===== config.mk =====
export PLATFORM = sky130hd
export DESIGN_NAME = bstx_top
export DESIGN_NICKNAME = d
export VERILOG_FILES = /design/src/design/bstx_pkg.sv /design/src/design/bstx_top.sv
export SDC_FILE = /design/constraint.sdc
export NUM_CORES = 1
export LEC_CHECK = 0
export ABC_AREA = 1
export BUFFER_PORTS_ARGS = -buffer_cell sky130_fd_sc_hd__buf_2
export CAP_MARGIN = 20
export CORE_MARGIN = 1
export CORE_UTILIZATION = 30
export CTS_CLUSTER_SIZE = 16
export DETAILED_ROUTE_END_ITERATION = 6
export HOLD_SLACK_MARGIN = 0.02
export SYNTH_ARGS = -nofsm -noshare
export SYNTH_HDL_FRONTEND = slang
export SYNTH_SLANG_ARGS = --single-unit
export TNS_END_PERCENT = 1

===== constraint.sdc =====
create_clock -name aclk -period 2.32 [get_ports aclk]
set_clock_uncertainty 0.1 [all_clocks]
set_input_delay 0.232 -clock aclk [delete_from_list [all_inputs] [get_ports aclk]]
set_output_delay 0.232 -clock aclk [all_outputs]
set_load 0.005 [all_outputs]

===== src/design/bstx_pkg.sv =====
package bstx_pkg;
  // Register byte addresses
  localparam logic [7:0] ADDR_EVENT  = 8'h00;
  localparam logic [7:0] ADDR_MASK   = 8'h04;
  localparam logic [7:0] ADDR_CTRL   = 8'h08;
  localparam logic [7:0] ADDR_CHARS  = 8'h0c;
  localparam logic [7:0] ADDR_TCRC   = 8'h10;
  localparam logic [7:0] ADDR_STATUS = 8'h14;
  // Event and mask bit positions
  localparam int EV_CTS  = 7;
  localparam int EV_CD   = 6;
  localparam int EV_TXE  = 4;
  localparam int EV_RCH  = 3;
  localparam int EV_BSY  = 2;
  localparam int EV_TX   = 1;
  localparam int EV_RX   = 0;
  localparam logic [7:0] EV_IMPL = 8'hdf;
  // Control register fields
  localparam int CTRL_EN   = 0;
  localparam int CTRL_SYNC_FILL_SELECT = 1;
  localparam int CTRL_LRC  = 2;
  localparam int CTRL_W    = 3;
  // Character register fields: sync1 [7:0], sync2 [15:8], escape [23:16]
  localparam int CH_SYNC1 = 0;
  localparam int CH_SYNC2 = 8;
  localparam int CH_DLE   = 16;
  localparam logic [23:0] CHARS_RESET = 24'h103232;
  // Status register fields
  localparam int STS_CTS  = 0;
  localparam int STS_CD   = 1;
  localparam int STS_XMOD = 2;
  localparam int STS_RXST = 3;
  // Line fill and block check
  localparam logic [7:0]  IDLE_CHAR  = 8'hff;
  localparam logic [15:0] CRC_PRESET = 16'h0000;
  localparam logic [15:0] CRC_POLY   = 16'ha001;
  localparam logic [2:0]  BIT_LAST   = 3'h7;
  localparam logic [1:0]  RESP_OKAY  = 2'h0;
  localparam logic [1:0]  RESP_SLVERR = 2'h2;

  typedef enum logic [2:0] {
    S_IDLE,
    S_DATA,
    S_DUP,
    S_NEXT,
    S_CRC1,
    S_CRC2,
    S_FILL2
  } bstx_st_e;
endpackage


===== src/design/bstx_top.sv =====
// Local design decisions: the placing of the registers and the AXI4-Lite interface to the registers.
`timescale 1ns/1ps
// Contract
// On last buffer, send block check then reset generator if asked, else sync or idle.
// Buffer characters enter the block check only when its enable flag is set.
// Check-clear flag clears the block check before the buffer's first character.
// Auto-escape flag sends one DLE ahead of the buffer's data.
// Transparent flag sets transparent mode after the buffer; underrun fills DLE-SYNC.
// Underrun is a non-last buffer finished with no next descriptor ready.
// In transparent mode every outgoing DLE is followed by a second DLE; the code doubles only DLEs from the buffer data.
// Transparent mode always computes CRC16, even when LRC is selected.
// Software presets temporary CRC and arranges DLEs before control characters.
// Clear transparent flag sets normal mode; underrun fills SYNC-SYNC.
// Finished buffer reports underrun and clear-to-send-lost status.
// Software gives a nonzero octet count; exactly that many octets are sent.
// Eight-bit event register, set on events, readable, cleared by reset.
// Writing one clears an event bit, zero leaves it; many at once.
// Interrupt request stays while any unmasked event bit is set.
// Event bits: cts 7, carrier 6, reserved 5, txerr 4, rch 3, busy 2, tx 1, rx 0.
// Clear-to-send or carrier input change sets its change event.
// Clear-to-send loss or underrun sets the transmit error event.
// A received character stored in a buffer sets the character event.
// Character with no buffer is dropped, sets busy, receive stops until hunt.
// Sent buffer sets transmitted event; closed receive buffer sets received event.
// Read-write mask register; one enables the event's interrupt.
// A hardware set wins over a same-cycle software clear.
module bstx_top
  import bstx_pkg::*;
(
  input  wire logic        aclk,
  input  wire logic        aresetn,
  input  wire logic [7:0]  s_axi_awaddr,
  input  wire logic        s_axi_awvalid,
  output logic             s_axi_awready,
  input  wire logic [31:0] s_axi_wdata,
  input  wire logic [3:0]  s_axi_wstrb,
  input  wire logic        s_axi_wvalid,
  output logic             s_axi_wready,
  output logic [1:0]       s_axi_bresp,
  output logic             s_axi_bvalid,
  input  wire logic        s_axi_bready,
  input  wire logic [7:0]  s_axi_araddr,
  input  wire logic        s_axi_arvalid,
  output logic             s_axi_arready,
  output logic [31:0]      s_axi_rdata,
  output logic [1:0]       s_axi_rresp,
  output logic             s_axi_rvalid,
  input  wire logic        s_axi_rready,
  input  wire logic        desc_valid,
  output logic             desc_ready,
  input  wire logic [15:0] desc_length,
  input  wire logic        desc_last,
  input  wire logic        send_check_after_last,
  input  wire logic        desc_check_enable,
  input  wire logic        check_clear_flag,
  input  wire logic        auto_escape_prefix,
  input  wire logic        transparent_flag,
  input  wire logic        data_valid,
  output logic             data_ready,
  input  wire logic [7:0]  data_byte,
  output logic             stat_valid,
  output logic             underrun_status,
  output logic             clear_to_send_lost,
  input  wire logic        tclk,
  output logic             txd,
  output logic             rts_n,
  input  wire logic        cts_n,
  input  wire logic        cd_n,
  input  wire logic        rx_char_stored,
  input  wire logic        rx_char_dropped,
  input  wire logic        rx_buffer_closed,
  input  wire logic        enter_hunt,
  output logic             rx_stopped,
  output logic             irq
);
  import bstx_pkg::*;

  typedef struct packed {
    bstx_st_e    st;
    bstx_st_e    ret;
    logic [2:0]  tclk_s;
    logic [2:0]  cts_s;
    logic [2:0]  cd_s;
    logic [2:0]  bitcnt;
    logic [7:0]  sh;
    logic        txd;
    logic        rts_n;
    logic [7:0]  fill2;
    logic [7:0]  last_byte;
    logic        d_last;
    logic        d_chk;
    logic        d_bcs;
    logic        d_tr;
    logic [15:0] d_cnt;
    logic        pend_dle;
    logic        xmode;
    logic        use_crc;
    logic [15:0] crc;
    logic        un_pend;
    logic        ct_pend;
    logic        stat_valid;
    logic        stat_un;
    logic        stat_ct;
    logic [7:0]  ev;
    logic [7:0]  mask;
    logic [CTRL_W-1:0] ctrl;
    logic [23:0] chars;
    logic        rx_stopped;
    logic        irq;
    logic        aw_got;
    logic [7:0]  aw_addr;
    logic        w_got;
    logic [31:0] wdata;
    logic [3:0]  wstrb;
    logic        bvalid;
    logic [1:0]  bresp;
    logic        rvalid;
    logic [31:0] rdata;
    logic [1:0]  rresp;
  } bstx_regs_s;

  bstx_regs_s  r;
  bstx_regs_s  next_r;
  logic        load;
  logic        accept;
  logic [7:0]  ev_set;
  logic [7:0]  ev_clr;

  function automatic logic [15:0] bstx_crc16(input logic [15:0] c, input logic [7:0] d);
    logic [15:0] x;
    x = c ^ {8'h00, d};
    for (int i = 0; i < 8; i++)
    begin
      x = x[0] ? ((x >> 1) ^ CRC_POLY) : (x >> 1);
    end
    return x;
  endfunction

  function automatic logic [31:0] bstx_merge(input logic [31:0] o, input logic [31:0] w,
                                             input logic [3:0] s);
    logic [31:0] m;
    for (int i = 0; i < 4; i++)
    begin
      m[i*8 +: 8] = {8{s[i]}};
    end
    return (o & ~m) | (w & m);
  endfunction

  assign s_axi_awready      = !r.aw_got && !r.bvalid;
  assign s_axi_wready       = !r.w_got && !r.bvalid;
  assign s_axi_arready      = !r.rvalid;
  assign s_axi_bvalid       = r.bvalid;
  assign s_axi_bresp        = r.bresp;
  assign s_axi_rvalid       = r.rvalid;
  assign s_axi_rdata        = r.rdata;
  assign s_axi_rresp        = r.rresp;
  assign stat_valid         = r.stat_valid;
  assign underrun_status    = r.stat_un;
  assign clear_to_send_lost = r.stat_ct;
  assign txd                = r.txd;
  assign rts_n              = r.rts_n;
  assign rx_stopped         = r.rx_stopped;
  assign irq                = r.irq;

  always_comb
  begin
    logic        fall;
    logic        fin;
    logic [7:0]  tx_b;
    logic [7:0]  dle;
    logic [7:0]  s1;
    logic [7:0]  s2;
    logic [7:0]  fill_a;
    logic [7:0]  fill_b;
    logic [31:0] wr;
    next_r = r;
    fin    = 1'b0;
    fall   = !r.tclk_s[1] && r.tclk_s[2];
    ev_set = 8'h00;
    ev_clr = 8'h00;
    accept = 1'b0;
    data_ready = 1'b0;
    dle    = r.chars[CH_DLE +: 8];
    s1     = r.chars[CH_SYNC1 +: 8];
    s2     = r.chars[CH_SYNC2 +: 8];
    fill_a = r.xmode ? dle : s1;
    fill_b = r.xmode ? s1 : s2;
    tx_b   = IDLE_CHAR;
    wr     = 32'h0;
    next_r.stat_valid = 1'b0;
    // Line inputs cross domains; only stage two and three feed logic
    next_r.tclk_s = {r.tclk_s[1:0], tclk};
    next_r.cts_s  = {r.cts_s[1:0], cts_n};
    next_r.cd_s   = {r.cd_s[1:0], cd_n};
    load = fall && (r.bitcnt == BIT_LAST);
    desc_ready = load && desc_valid &&
                 ((r.st == S_IDLE && r.ctrl[CTRL_EN]) || r.st == S_NEXT);

    if (load)
    begin
      case (r.st)
        S_IDLE, S_NEXT:
        begin
          if (desc_ready)
          begin
            // Each message opens with a sync pair; a chained buffer opens with the fill pair, DLE-SYNC in transparent mode
            accept = 1'b1;
            next_r.d_last   = desc_last;
            next_r.d_chk    = send_check_after_last;
            next_r.d_bcs    = desc_check_enable;
            next_r.d_tr     = transparent_flag;
            next_r.d_cnt    = desc_length;
            next_r.pend_dle = auto_escape_prefix;
            if (check_clear_flag)
            begin
              next_r.crc = CRC_PRESET;
            end
            tx_b = (r.st == S_IDLE) ? s1 : fill_a;
            next_r.fill2 = (r.st == S_IDLE) ? s2 : fill_b;
            next_r.ret = S_DATA;
            next_r.st  = S_FILL2;
          end
          else if (r.st == S_NEXT)
          begin
            // Descriptor not ready after a non-last buffer
            tx_b = fill_a;
            next_r.fill2 = fill_b;
            next_r.ret = S_NEXT;
            next_r.st  = S_FILL2;
            next_r.un_pend = 1'b1;
            ev_set[EV_TXE] = 1'b1;
          end
          else if (r.ctrl[CTRL_SYNC_FILL_SELECT])
          begin
            tx_b = s1;
            next_r.fill2 = s2;
            next_r.ret = S_IDLE;
            next_r.st  = S_FILL2;
          end
        end
        S_DATA:
        begin
          if (r.pend_dle)
          begin
            tx_b = dle;
            next_r.pend_dle = 1'b0;
          end
          else if (data_valid)
          begin
            tx_b = data_byte;
            data_ready = 1'b1;
            next_r.d_cnt = r.d_cnt - 16'h0001;
            if (r.d_bcs)
            begin
              // Transparent mode forces CRC16 whatever the LRC setting
              next_r.crc = (r.xmode || !r.ctrl[CTRL_LRC]) ?
                           bstx_crc16(r.crc, data_byte) :
                           (r.crc ^ {8'h00, data_byte});
            end
            if (r.xmode && data_byte == dle)
            begin
              next_r.st = S_DUP;
            end
            else if (r.d_cnt == 16'h0001)
            begin
              fin = 1'b1;
            end
          end
          else
          begin
            // Byte stream starved mid-buffer: fill and flag as underrun
            tx_b = fill_a;
            next_r.fill2 = fill_b;
            next_r.ret = S_DATA;
            next_r.st  = S_FILL2;
            next_r.un_pend = 1'b1;
            ev_set[EV_TXE] = 1'b1;
          end
        end
        S_DUP:
        begin
          tx_b = dle;
          if (r.d_cnt == 16'h0000)
          begin
            fin = 1'b1;
          end
          else
          begin
            next_r.st = S_DATA;
          end
        end
        S_CRC1:
        begin
          tx_b = r.crc[7:0];
          if (r.use_crc)
          begin
            next_r.st = S_CRC2;
          end
          else
          begin
            next_r.crc = CRC_PRESET;
            next_r.st  = S_IDLE;
          end
        end
        S_CRC2:
        begin
          tx_b = r.crc[15:8];
          next_r.crc = CRC_PRESET;
          next_r.st  = S_IDLE;
        end
        S_FILL2:
        begin
          tx_b = r.fill2;
          next_r.st = r.ret;
        end
        default:
        begin
          next_r.st = S_IDLE;
        end
      endcase
      next_r.txd       = tx_b[0];
      next_r.sh        = {1'b0, tx_b[7:1]};
      next_r.bitcnt    = 3'h0;
      next_r.last_byte = tx_b;
    end
    else if (fall)
    begin
      next_r.txd    = r.sh[0];
      next_r.sh     = {1'b0, r.sh[7:1]};
      next_r.bitcnt = r.bitcnt + 3'h1;
    end

    if (fin)
    begin
      // Status goes back with the buffer; mode switches only after it
      next_r.stat_valid = 1'b1;
      next_r.stat_un    = next_r.un_pend;
      next_r.stat_ct    = r.ct_pend;
      next_r.un_pend    = 1'b0;
      next_r.ct_pend    = 1'b0;
      next_r.use_crc    = r.xmode || !r.ctrl[CTRL_LRC];
      next_r.xmode      = r.d_tr;
      ev_set[EV_TX]     = 1'b1;
      next_r.st = r.d_last ? (r.d_chk ? S_CRC1 : S_IDLE) : S_NEXT;
    end

    // Clear-to-send negated while a message is under way
    if (r.cts_s[1] && !r.cts_s[2] && r.st != S_IDLE)
    begin
      next_r.ct_pend = 1'b1;
      ev_set[EV_TXE] = 1'b1;
    end
    ev_set[EV_CTS] = ev_set[EV_CTS] | (r.cts_s[1] ^ r.cts_s[2]);
    ev_set[EV_CD]  = r.cd_s[1] ^ r.cd_s[2];
    ev_set[EV_RCH] = rx_char_stored;
    ev_set[EV_BSY] = rx_char_dropped;
    ev_set[EV_RX]  = rx_buffer_closed;
    if (rx_char_dropped)
    begin
      next_r.rx_stopped = 1'b1;
    end
    else if (enter_hunt)
    begin
      next_r.rx_stopped = 1'b0;
    end
    next_r.rts_n = !(r.ctrl[CTRL_SYNC_FILL_SELECT] || next_r.st != S_IDLE);

    // Register bus: address and data accepted in either order
    if (s_axi_awvalid && s_axi_awready)
    begin
      next_r.aw_got  = 1'b1;
      next_r.aw_addr = s_axi_awaddr;
    end
    if (s_axi_wvalid && s_axi_wready)
    begin
      next_r.w_got = 1'b1;
      next_r.wdata = s_axi_wdata;
      next_r.wstrb = s_axi_wstrb;
    end
    if (r.bvalid && s_axi_bready)
    begin
      next_r.bvalid = 1'b0;
    end
    if (r.aw_got && r.w_got)
    begin
      next_r.aw_got = 1'b0;
      next_r.w_got  = 1'b0;
      next_r.bvalid = 1'b1;
      next_r.bresp  = RESP_OKAY;
      if (r.aw_addr == ADDR_EVENT)
      begin
        ev_clr = r.wdata[7:0] & {8{r.wstrb[0]}};
      end
      else if (r.aw_addr == ADDR_MASK)
      begin
        wr = bstx_merge({24'h0, r.mask}, r.wdata, r.wstrb);
        next_r.mask = wr[7:0];
      end
      else if (r.aw_addr == ADDR_CTRL)
      begin
        wr = bstx_merge({29'h0, r.ctrl}, r.wdata, r.wstrb);
        next_r.ctrl = wr[CTRL_W-1:0];
      end
      else if (r.aw_addr == ADDR_CHARS)
      begin
        wr = bstx_merge({8'h0, r.chars}, r.wdata, r.wstrb);
        next_r.chars = wr[23:0];
      end
      else if (r.aw_addr == ADDR_TCRC)
      begin
        wr = bstx_merge({16'h0, next_r.crc}, r.wdata, r.wstrb);
        next_r.crc = wr[15:0];
      end
      else if (r.aw_addr != ADDR_STATUS)
      begin
        next_r.bresp = RESP_SLVERR;
      end
    end
    if (r.rvalid && s_axi_rready)
    begin
      next_r.rvalid = 1'b0;
    end
    if (s_axi_arvalid && s_axi_arready)
    begin
      next_r.rvalid = 1'b1;
      next_r.rresp  = RESP_OKAY;
      next_r.rdata  = 32'h0;
      if (s_axi_araddr == ADDR_EVENT)
      begin
        next_r.rdata[7:0] = r.ev;
      end
      else if (s_axi_araddr == ADDR_MASK)
      begin
        next_r.rdata[7:0] = r.mask;
      end
      else if (s_axi_araddr == ADDR_CTRL)
      begin
        next_r.rdata[CTRL_W-1:0] = r.ctrl;
      end
      else if (s_axi_araddr == ADDR_CHARS)
      begin
        next_r.rdata[23:0] = r.chars;
      end
      else if (s_axi_araddr == ADDR_TCRC)
      begin
        next_r.rdata[15:0] = r.crc;
      end
      else if (s_axi_araddr == ADDR_STATUS)
      begin
        next_r.rdata[STS_CTS]  = !r.cts_s[2];
        next_r.rdata[STS_CD]   = !r.cd_s[2];
        next_r.rdata[STS_XMOD] = r.xmode;
        next_r.rdata[STS_RXST] = r.rx_stopped;
      end
      else
      begin
        next_r.rresp = RESP_SLVERR;
      end
    end
    // Set after clear so an event landing on its own clear is kept
    next_r.ev  = ((r.ev & ~ev_clr) | ev_set) & EV_IMPL;
    next_r.irq = |(next_r.ev & next_r.mask);
  end

  always_ff @(posedge aclk)
  begin
    if (!aresetn)
    begin
      r <= '0;
      r.st     <= S_IDLE;
      r.ret    <= S_IDLE;
      r.bitcnt <= BIT_LAST;
      r.txd    <= 1'b1;
      r.sh     <= IDLE_CHAR;
      r.rts_n  <= 1'b1;
      r.tclk_s <= 3'h0;
      r.cts_s  <= 3'h7;
      r.cd_s   <= 3'h7;
      r.chars  <= CHARS_RESET;
      r.crc    <= CRC_PRESET;
    end
    else
    begin
      r <= next_r;
    end
  end
endmodule


# Word level (Yosys, flattened, before mapping)
# Index checks and enable logic that the tools add are counted.
[classes]
add_sub_neg = 2
n_eq_ne = 24
n_mux = 123
bitwise = 30
n_reduce_logical = 50
[ops]
columns = ["op", "count"]
rows = [
  ["$mux W16", 25],
  ["$mux W8", 20],
  ["$mux W35", 3],
  ["$pmux W16 S4", 1],
  ["$and A24 B24 Y24", 2],
  ["$mux W24", 2],
  ["$pmux W8 S6", 1],
  ["$mux W21", 2],
  ["$mux W12", 3],
  ["$mux W17", 2],
  ["$pmux W17 S2", 1],
  ["$mux W3", 11],
  ["$and A8 B8 Y8", 4],
  ["$eq A8 B4 Y1 const B", 4],
  ["$mux W6", 5],
  ["$mux W27", 1],
  ["$mux W1", 25],
  ["$eq A8 B5 Y1 const B", 3],
  ["$mux W2", 12],
  ["$not A2 Y3", 8],
  ["$not A24 Y24", 1],
  ["$or A24 B24 Y24", 1],
  ["$and A16 B16 Y16", 1],
  ["$eq A16 B1 Y1 const B", 1],
  ["36 further kinds", 90],
]
[totals]
register_bits = 192
inputBits = 98
output_inout_bits = 50
wordCells = 270

# Depth between registers and ports, before layout
# Gate-level depths: netlist of the first run.
[depth]
word_depth = 31
mapped_depth = 18
depth_no_buf = 18

# Least setup slack after synthesis of the first run
# OpenSTA, ideal clock, no wires.
[synth_timing]
kind = "register to register"
startpoint = "register r[199] (netlist bit)"
endpoint = "register r[141] (netlist bit)"
setup_ns = 0.116
arrival_ns = 1.831
required_ns = 2.104
slack_ns = 0.273
stages_incl_launch_ff = 16
path_buffers = 0
period_less_slack_ns = 2.047
path_cell_list = "dfxtp_1 > ha_1 > ha_1 > nand2_1 > nor2_2 > nand2_2 > a21oi_2 > nand2_1 > nand2_1 > inv_1 > nor2_1 > nand2_1 > nand2_1 > nand3_1 > o211ai_1 > inv_1"
[synth_via]
elab_chain_len = 15
[synth_lines]
columns = ["item", "line_no", "text"]
rows = [
  ["start: declaration", "bstx_top.sv:122", "bstx_regs_s r;"],
  ["start signal: assignment", "bstx_top.sv:484", "r <= next_r;"],
  ["$eq A3 B3 Y1 (*)", "bstx_top.sv:195", "load = fall && (r.bitcnt == BIT_LAST);"],
  ["$logic_and A1 B1 Y1 (*)", "bstx_top.sv:195", ""],
  ["$logic_and A1 B1 Y1 (2 in a row)", "bstx_top.sv:196", "desc_ready = load && desc_valid &&"],
  ["$mux W16", "bstx_top.sv:204", "if (desc_ready)"],
  ["$pmux W16 S4", "bstx_top.sv:201", "case (r.st)"],
  ["$mux W17 (*)", "bstx_top.sv:199", "if (load)"],
  ["$and A16 B16 Y16", "bstx_top.sv:146", "return (o & ~m) | (w & m);"],
  ["$or A16 B16 Y16", "bstx_top.sv:146", ""],
  ["$mux W16", "bstx_top.sv:409", "else if (r.aw_addr == ADDR_TCRC)"],
  ["$mux W16", "bstx_top.sv:404", "else if (r.aw_addr == ADDR_CHARS)"],
  ["$mux W16", "bstx_top.sv:399", "else if (r.aw_addr == ADDR_CTRL)"],
  ["$mux W16", "bstx_top.sv:394", "else if (r.aw_addr == ADDR_MASK)"],
  ["$mux W16", "bstx_top.sv:390", "if (r.aw_addr == ADDR_EVENT)"],
  ["$mux W16 (*)", "bstx_top.sv:384", "if (r.aw_got && r.w_got)"],
]
# Every way passes the cells marked *; elsewhere a longest branch is shown, timed or not.
# A chain may end at the register's enable or synchronous reset.

# Worst setup path in the final report of the first run
[layout_timing]
startpoint = "register r[214] (netlist bit)"
endpoint = "register, netlist name rts_n"
[layout_via]
elab_chain_len = 11
word_cells_on_any_way = 25
cone_classes = "5 x eq/ne; 12 x mux; 8 x reduce/logical"
[layout_lines]
columns = ["item", "line_no", "text"]
rows = [
  ["$logic_not A3 Y1", "bstx_top.sv:197, bstx_top.sv:201", ""],
  ["$logic_and A1 B1 Y1", "bstx_top.sv:197", "((r.st == S_IDLE && r.ctrl[CTRL_EN]) || r.st == S_NEXT);"],
  ["$logic_or A1 B1 Y1", "bstx_top.sv:197", ""],
  ["$logic_and A1 B1 Y1", "bstx_top.sv:196", ""],
  ["$mux W6", "bstx_top.sv:204", ""],
  ["$pmux W3 S5", "bstx_top.sv:201", ""],
  ["$mux W6", "bstx_top.sv:199", ""],
  ["$mux W3 (*)", "bstx_top.sv:333", "if (fin)"],
  ["$reduce_bool A3 Y1 (*)", "bstx_top.sv:366", "next_r.rts_n = !(r.ctrl[CTRL_SYNC_FILL_SELECT] || next_r.st != S_IDLE);"],
  ["$logic_or A1 B1 Y1 (*)", "bstx_top.sv:366", ""],
  ["$logic_not A1 Y1 (*)", "bstx_top.sv:366", ""],
]
# Every way passes the cells marked *; elsewhere a longest branch is shown, timed or not. The select of a mux whose other input is x is not followed.

==> results_dict.tcl, run 1 <==
set metrics [dict create \
    clkTransAtPathRegs_ps 80 \
    dr.pass1.iters 7 \
    stdcell_area_um2 12200 \
    maxSlewHeadroom_pct 45.1 \
    path_max_fanout 10 \
    grt_pass1_wl_mm 52.6 \
    min_path_cells 5 \
    start_util_pct 30.5 \
    crit_start "r[214]" \
    min_period_over_period_pct 97.5 \
    met2_usage_pct 32.9 \
    fp.dieW_um 181 \
    syn2layout_area_growth_pct 26.5 \
    synth_edf_count 0 \
    final_layout_size_suffix_gt1_share_pct 18.1 \
    drv_cap 0 \
    netlist.area_leader.share_pct 39.0 \
    cts-htree-levels 4 \
    setup_ws_ps 57.2 \
    routabilityCongestion 0.989 \
    drc_errors 6 \
    grt_most_used_layer "met2" \
    multi_input_area_um2 4920 \
    max_freq_mhz 442 \
    grt_max_degree 88 \
    min_period_ps 2260 \
    syn_area_um2 9660 \
    rows 65 \
    fillers 3321 \
    viasPerCell 5.06 \
    yosysTopAreaCell "dfxtp_1" \
    gr-usage-met3_pct 3.43 \
    top_register "r" \
    synth_cells 1413 \
    wl_per_cell_um 16.7 \
    antenna_found_initial 1 \
    criticalPathCategory "reg2reg" \
    synth-async-reset-ratio_pct 0 \
    slew_violations 0 \
    power_w 0.00712 \
    drt_iter0_markers 813 \
    worst_ep_arrival_time_ps 2500 \
    grt_pass1_vias 9465 \
    clkSinkCount 188 \
    seq_area_frac_synth_pct 39.0 \
    p_seq_share_pct 47.4 \
    r2r-end "rts_n" \
    cts_inserted_buffers 17 \
    die_area_um2 32900 \
    crit_chain "inv_2 -> buf_4 -> nand2_1 -> nor2_1 -> buf_4 -> nand2_1 -> nand3_1 -> a21oi_1 -> nand2_1 -> nand2_1 -> nand3_1 -> nand2_1 -> nand4_1 -> nand2_1" \
    r2r_slack_ps 60 \
    timing.rr.start "r[214]" \
    cpPeakStageDelay_ps 380 \
    ios 148 \
    coreArea_um2 31600 \
    use_met1_pct 28.1 \
    grt_overflow 0 \
    cts_buffer_depth 2 \
    ant_nets 0 \
    place_inst 1938 \
    yosysWarnings 0 \
    failed_checks "DRC" \
    crit_required_ps 2550 \
    dp_hpwl_mm 25.8 \
    ir_worst_vdd_v 0.000542 \
    synth-main-ff-cell "dfxtp_1" \
    ys_seq_elements 188 \
    finalWirelength_mm 33.8 \
    clk_latency_ps 460 \
    largest_reg_flops 147 \
    avgSynthCellArea_um2 6.83 \
    critPathLaunchType "flop" \
    place_ws_ps -19.4 \
    cts_root_buf "clkbuf_16" \
    cts_tree "built" \
    synth.distinct_cells 52 \
    swShare_pct 27.5 \
    crit_path_end_kind "flop" \
    place_area_um2 11000 \
    netSwitchingPower_w 0.00196 \
    cp-endpoint "rts_n" \
    p_int_w 0.00516 \
    stdcell_count 2029 \
    leakagePower_nw 5.04 \
    status "finished with violations" \
    p_per_area_nw_per_um2 583 \
    seqCellArea_um2 3770 \
    gr-usage-all-layers_pct 20.7 \
    cp_slowest_cell "nor2_1" \
    floorplan.die.height_um 181 \
    yosysMostFrequentCell "nand2_1" \
    p_comb_share_pct 9.1 \
    netlist_top_cells_count "nand2_1, dfxtp_1, o21ai_0" \
    clkPwrFrac_pct 43.5 \
    synthTopCellsByArea "dfxtp_1, nand2_1, o21ai_0, a21oi_1, nor2_1" \
    r2r_cells 14 \
    worstHoldPathType "in2reg" \
    fin_nets 1716 \
    via_count 10263 \
    hold_violations 0 \
    grt_setup_unrepaired "yes" \
    numPortBuffers 128 \
    worst_slew_pin_slew_ps 816 \
    finalSetupViolations 0 \
    cp_common_cell "nand2_1" \
    tns_ps 0 \
]
cells by family (layout without fill, tap and decap cells):
kind of cell             Yosys count  count (layout)  synth area share [%]
AO/OA/AOI/OAI                    418             418                  24.6
XOR/XNOR                          12              12                  1.09
adder cells (fa/ha/maj)            5               5                 0.648
buffers and inverters            240             444                  11.0
flip-flops                       188             188                  39.0
multiplexers                       1               1                 0.104
other                              1              11                0.0388
AND/OR/NAND/NOR                  548             548                  23.5
metal layers:
layer	vias to the layer above	wire length, µm
li1	5092	-
met2	377	15200
met3	54	2150
met5	-	0
met1	4740	15500
met4	0	945
placed cells by master (no fill, tap or decap), types with 7 or more instances in the layout:
cell type	Yosys	final
a211oi_1	8	8
a21oi_1	135	135
a31oi_1	17	17
buf_2	7	128
buf_4	39	76
clkbuf_16	0	17
conb_1	1	10
dfxtp_1	188	186
dlygate4sd3_1	0	56
inv_1	137	135
inv_2	7	10
nand2_1	305	299
nand2_2	3	8
nand3_1	47	46
nand4_1	14	14
nor2_1	144	141
nor2_2	5	8
nor3_1	12	11
o211ai_1	31	31
o21ai_0	164	164
o22ai_1	27	27
or2_2	7	7
xnor2_1	7	7
worst min path at each step:
stage                    startpoint           to  slack (ps)
finish               desc_length[7]       r[160]          50
detailed placement      next_r[206]  next_r[207]         300
CTS                  desc_length[9]       r[162]          40
global route        desc_length[13]       r[166]          70
floorplan                      tclk  next_r[209]         230
global placement        next_r[206]  next_r[207]         290
worst max-delay path, delay by kind of cell, from the launching register on:
family	cells	cell delay (ps)
compound gates	1	50
buf+inv	3	490
simple gates	10	1120
flops	1	370
power by group through the flow:
stage	clock [W]	combinational, W	sequential, W
after detailed placement	0	0.000570	0.00345
after CTS	0.00315	0.000643	0.00338
after floorplan	0	0.000350	0.00343
final	0.00310	0.000650	0.00338
after global placement	0	0.000562	0.00345
after global routing	0.00327	0.000734	0.00339
area by class of cell:
type / count / share of cell area (%)
Timing Repair Buffer: 265 / 15.3
Clock inverter: 14 / 1.41
Inverter: 147 / 4.52
Clock buffer: 18 / 3.59
Multi-Input combinational cell: 994 / 40.2
Tap cell: 402 / 4.12
Sequential cell: 188 / 30.8
Antenna cell: 1 / 0.0205
repair_timing:
item / CTS / global route
gates resized for setup: 4 / 18
gates cloned: 0 / 0
setup endpoints to repair: 6 / 55
hold buffers: 56 / 0
pin swaps: 0 / 0
hold endpoints to repair: 56 / 0
buffers inserted: 1 / 1
through the flow:
stage                     util, %  hold WS (ps)
after CTS                    38.4          35.9
after floorplan                 -           230
after global routing         38.6          66.8
after global placement       34.7           295
final                        38.6          45.3
after detailed placement     34.7           297
(Power assumes the default switching activity.)
==> run 2, diff against run 1 <==
==> constraint.sdc (replaced) <==
create_clock -name aclk -period 2.32 [get_ports aclk]
set_clock_uncertainty 0.1 [all_clocks]
set_input_delay 0.464 -clock aclk [delete_from_list [all_inputs] [get_ports aclk]]
set_output_delay 0.464 -clock aclk [all_outputs]
set_load 0.005 [all_outputs]
==> results_dict.tcl, run 2 (same netlist as run 1, synthesis figures left out) <==
set metrics [dict create \
    final_common_cell "nand2_1" \
    floorplan.die.height_um 181 \
    clkTransAtPathRegs_ps 80 \
    r2r_cells 15 \
    largest_reg_flops 147 \
    cts_root_buf "clkbuf_16" \
    slew_violations 0 \
    numPortBuffers 128 \
    finalWirelength_mm 33.3 \
    viasPerCell 5.07 \
    crit_required_ps 1760 \
    cts_buffer_depth 2 \
    cts_inserted_buffers 17 \
    finalSetupViolations 0 \
    diodes 0 \
    r2r_slack_ps 80 \
    crit_path_end_kind "output port" \
    ctsHoldBuffers 0 \
    drc_errors 0 \
    rows 65 \
    max_freq_mhz 434 \
    final_cell_mix "nand2_1, dfxtp_1, o21ai_0, nor2_1, inv_1" \
    min_path_cells 2 \
    top_register "r" \
    leakagePower_nw 4.89 \
    grt_overflow 0 \
    clkSinkCount 188 \
    ios 148 \
    ant_nets 0 \
    criticalPathCategory "reg2out" \
    via_count 10076 \
    ir_worst_vdd_v 0.000513 \
    status "finished, final reports clean" \
    grt_pass1_vias 9276 \
    dp_hpwl_mm 25.9 \
    min_period_ps 2300 \
    fin_nets 1677 \
    hold_violations 0 \
    r2r-end "r[135]" \
    wl_per_cell_um 16.7 \
    path_max_fanout 5 \
    drt_iter0_markers 840 \
    grt_setup_unrepaired "yes" \
    grt_max_degree 54 \
    critPathLaunchType "flop" \
    worst_ep_arrival_time_ps 1740 \
    cts-htree-levels 4 \
    clk_latency_ps 460 \
    setup_ws_ps 17.0 \
    gr-usage-all-layers_pct 20.3 \
    worstHoldPathType "in2reg" \
    coreArea_um2 31600 \
    min_period_over_period_pct 99.3 \
    p_per_area_nw_per_um2 593 \
    maxSlewHeadroom_pct 53.0 \
    dr.pass1.iters 6 \
    fillers 3381 \
    die_area_um2 32900 \
    start_util_pct 30.5 \
    grt_pass1_wl_mm 51.8 \
    antenna_found_initial 0 \
    place_ws_ps 35.1 \
    worst_slew_pin_slew_ps 699 \
    hold_end "next_r[203]" \
    cts_tree "built" \
    worst_hold_startpoint "cd_n" \
    fp.dieW_um 181 \
    final_util_pct 37.3 \
    final_layout_size_suffix_gt1_share_pct 19.7 \
    routabilityCongestion 0.939 \
    drv_cap 0 \
    syn2layout_area_growth_pct 22.2 \
    timing.rr.start "r[216]" \
]
-- run 2: changes by cell type in the layout (fill, tap and decap cells not counted), sizes merged --
cell	previous run	this run
buf	209	226
clkinv	6	9
clkbuf	18	17
inv	153	152
diode	1	0
dlygate4sd3	56	0
bufinv	1	0
-- run 2: layer usage --
layer / GRT usage [%] / vias to the layer above / wire length, µm
met5: 0 / - / 0
met4: 6.34 / 0 / 701
met3: 3.15 / 40 / 1880
met2: 31.9 / 341 / 14900
met1: 28.3 / 4680 / 15800
li1: - / 5015 / -
-- run 2: critical path, stage by stage (launching register included) --
cell	delay, ps
dfxtp_1	360
buf_4	160
nor2_4	100
nand2_4	100
nand2_4	100
nand2_2	80
a21oi_4	160
buf_6	140
buf_6	80
-- run 2: timing repair --
action | in CTS | in global routing
setup endpoints to repair | 3 | 44
resized for setup | 18 | 21
pin swaps | 3 | 1
setup buffers | 4 | 0
-- run 2: final cells by class --
class,count,area [µm²],share of cell area [%]
clock buffers,17,425,3.60
multi-input cells,994,4950,41.9
flip-flops and latches,188,3770,32.0
clock inverters,15,190,1.61
well taps,402,503,4.26
inverters,147,552,4.67
repair buffers,226,1410,12.0
-- run 2: worst max path at each step --
stage,start,endpoint,slack (ps)
2_1_floorplan,r[199],desc_ready,240
3_3_place_gp,r[214],r[141],70
3_5_place_dp,r[199],r[143],40
4_1_cts,r[200],desc_ready,-6
5_1_grt,r[75],r[92],-160
6_report,r[216],desc_ready,20
-- run 2: metrics by stage --
step	area (µm²)	power, W	cells	setup TNS [ps]	hold WS, ps
6_report	11800	0.00700	1989	0	108
5_1_grt	11800	0.00730	1989	-1170	101
4_1_cts	11800	0.00704	1989	-6.49	92.2
3_5_place_dp	11100	0.00403	1953	0	299
3_3_place_gp	11100	0.00402	1953	0	297
2_1_floorplan	9690	0.00378	1422	0	290
-- run 2: power breakdown --
group / internal (W) / switching [W] / leakage [nW] / total (W)
Sequential: 0.00331 / 0.0000671 / 1.53 / 0.00338
Clock: 0.00147 / 0.00156 / 0.296 / 0.00304
Combinational: 0.000212 / 0.000377 / 3.06 / 0.000589
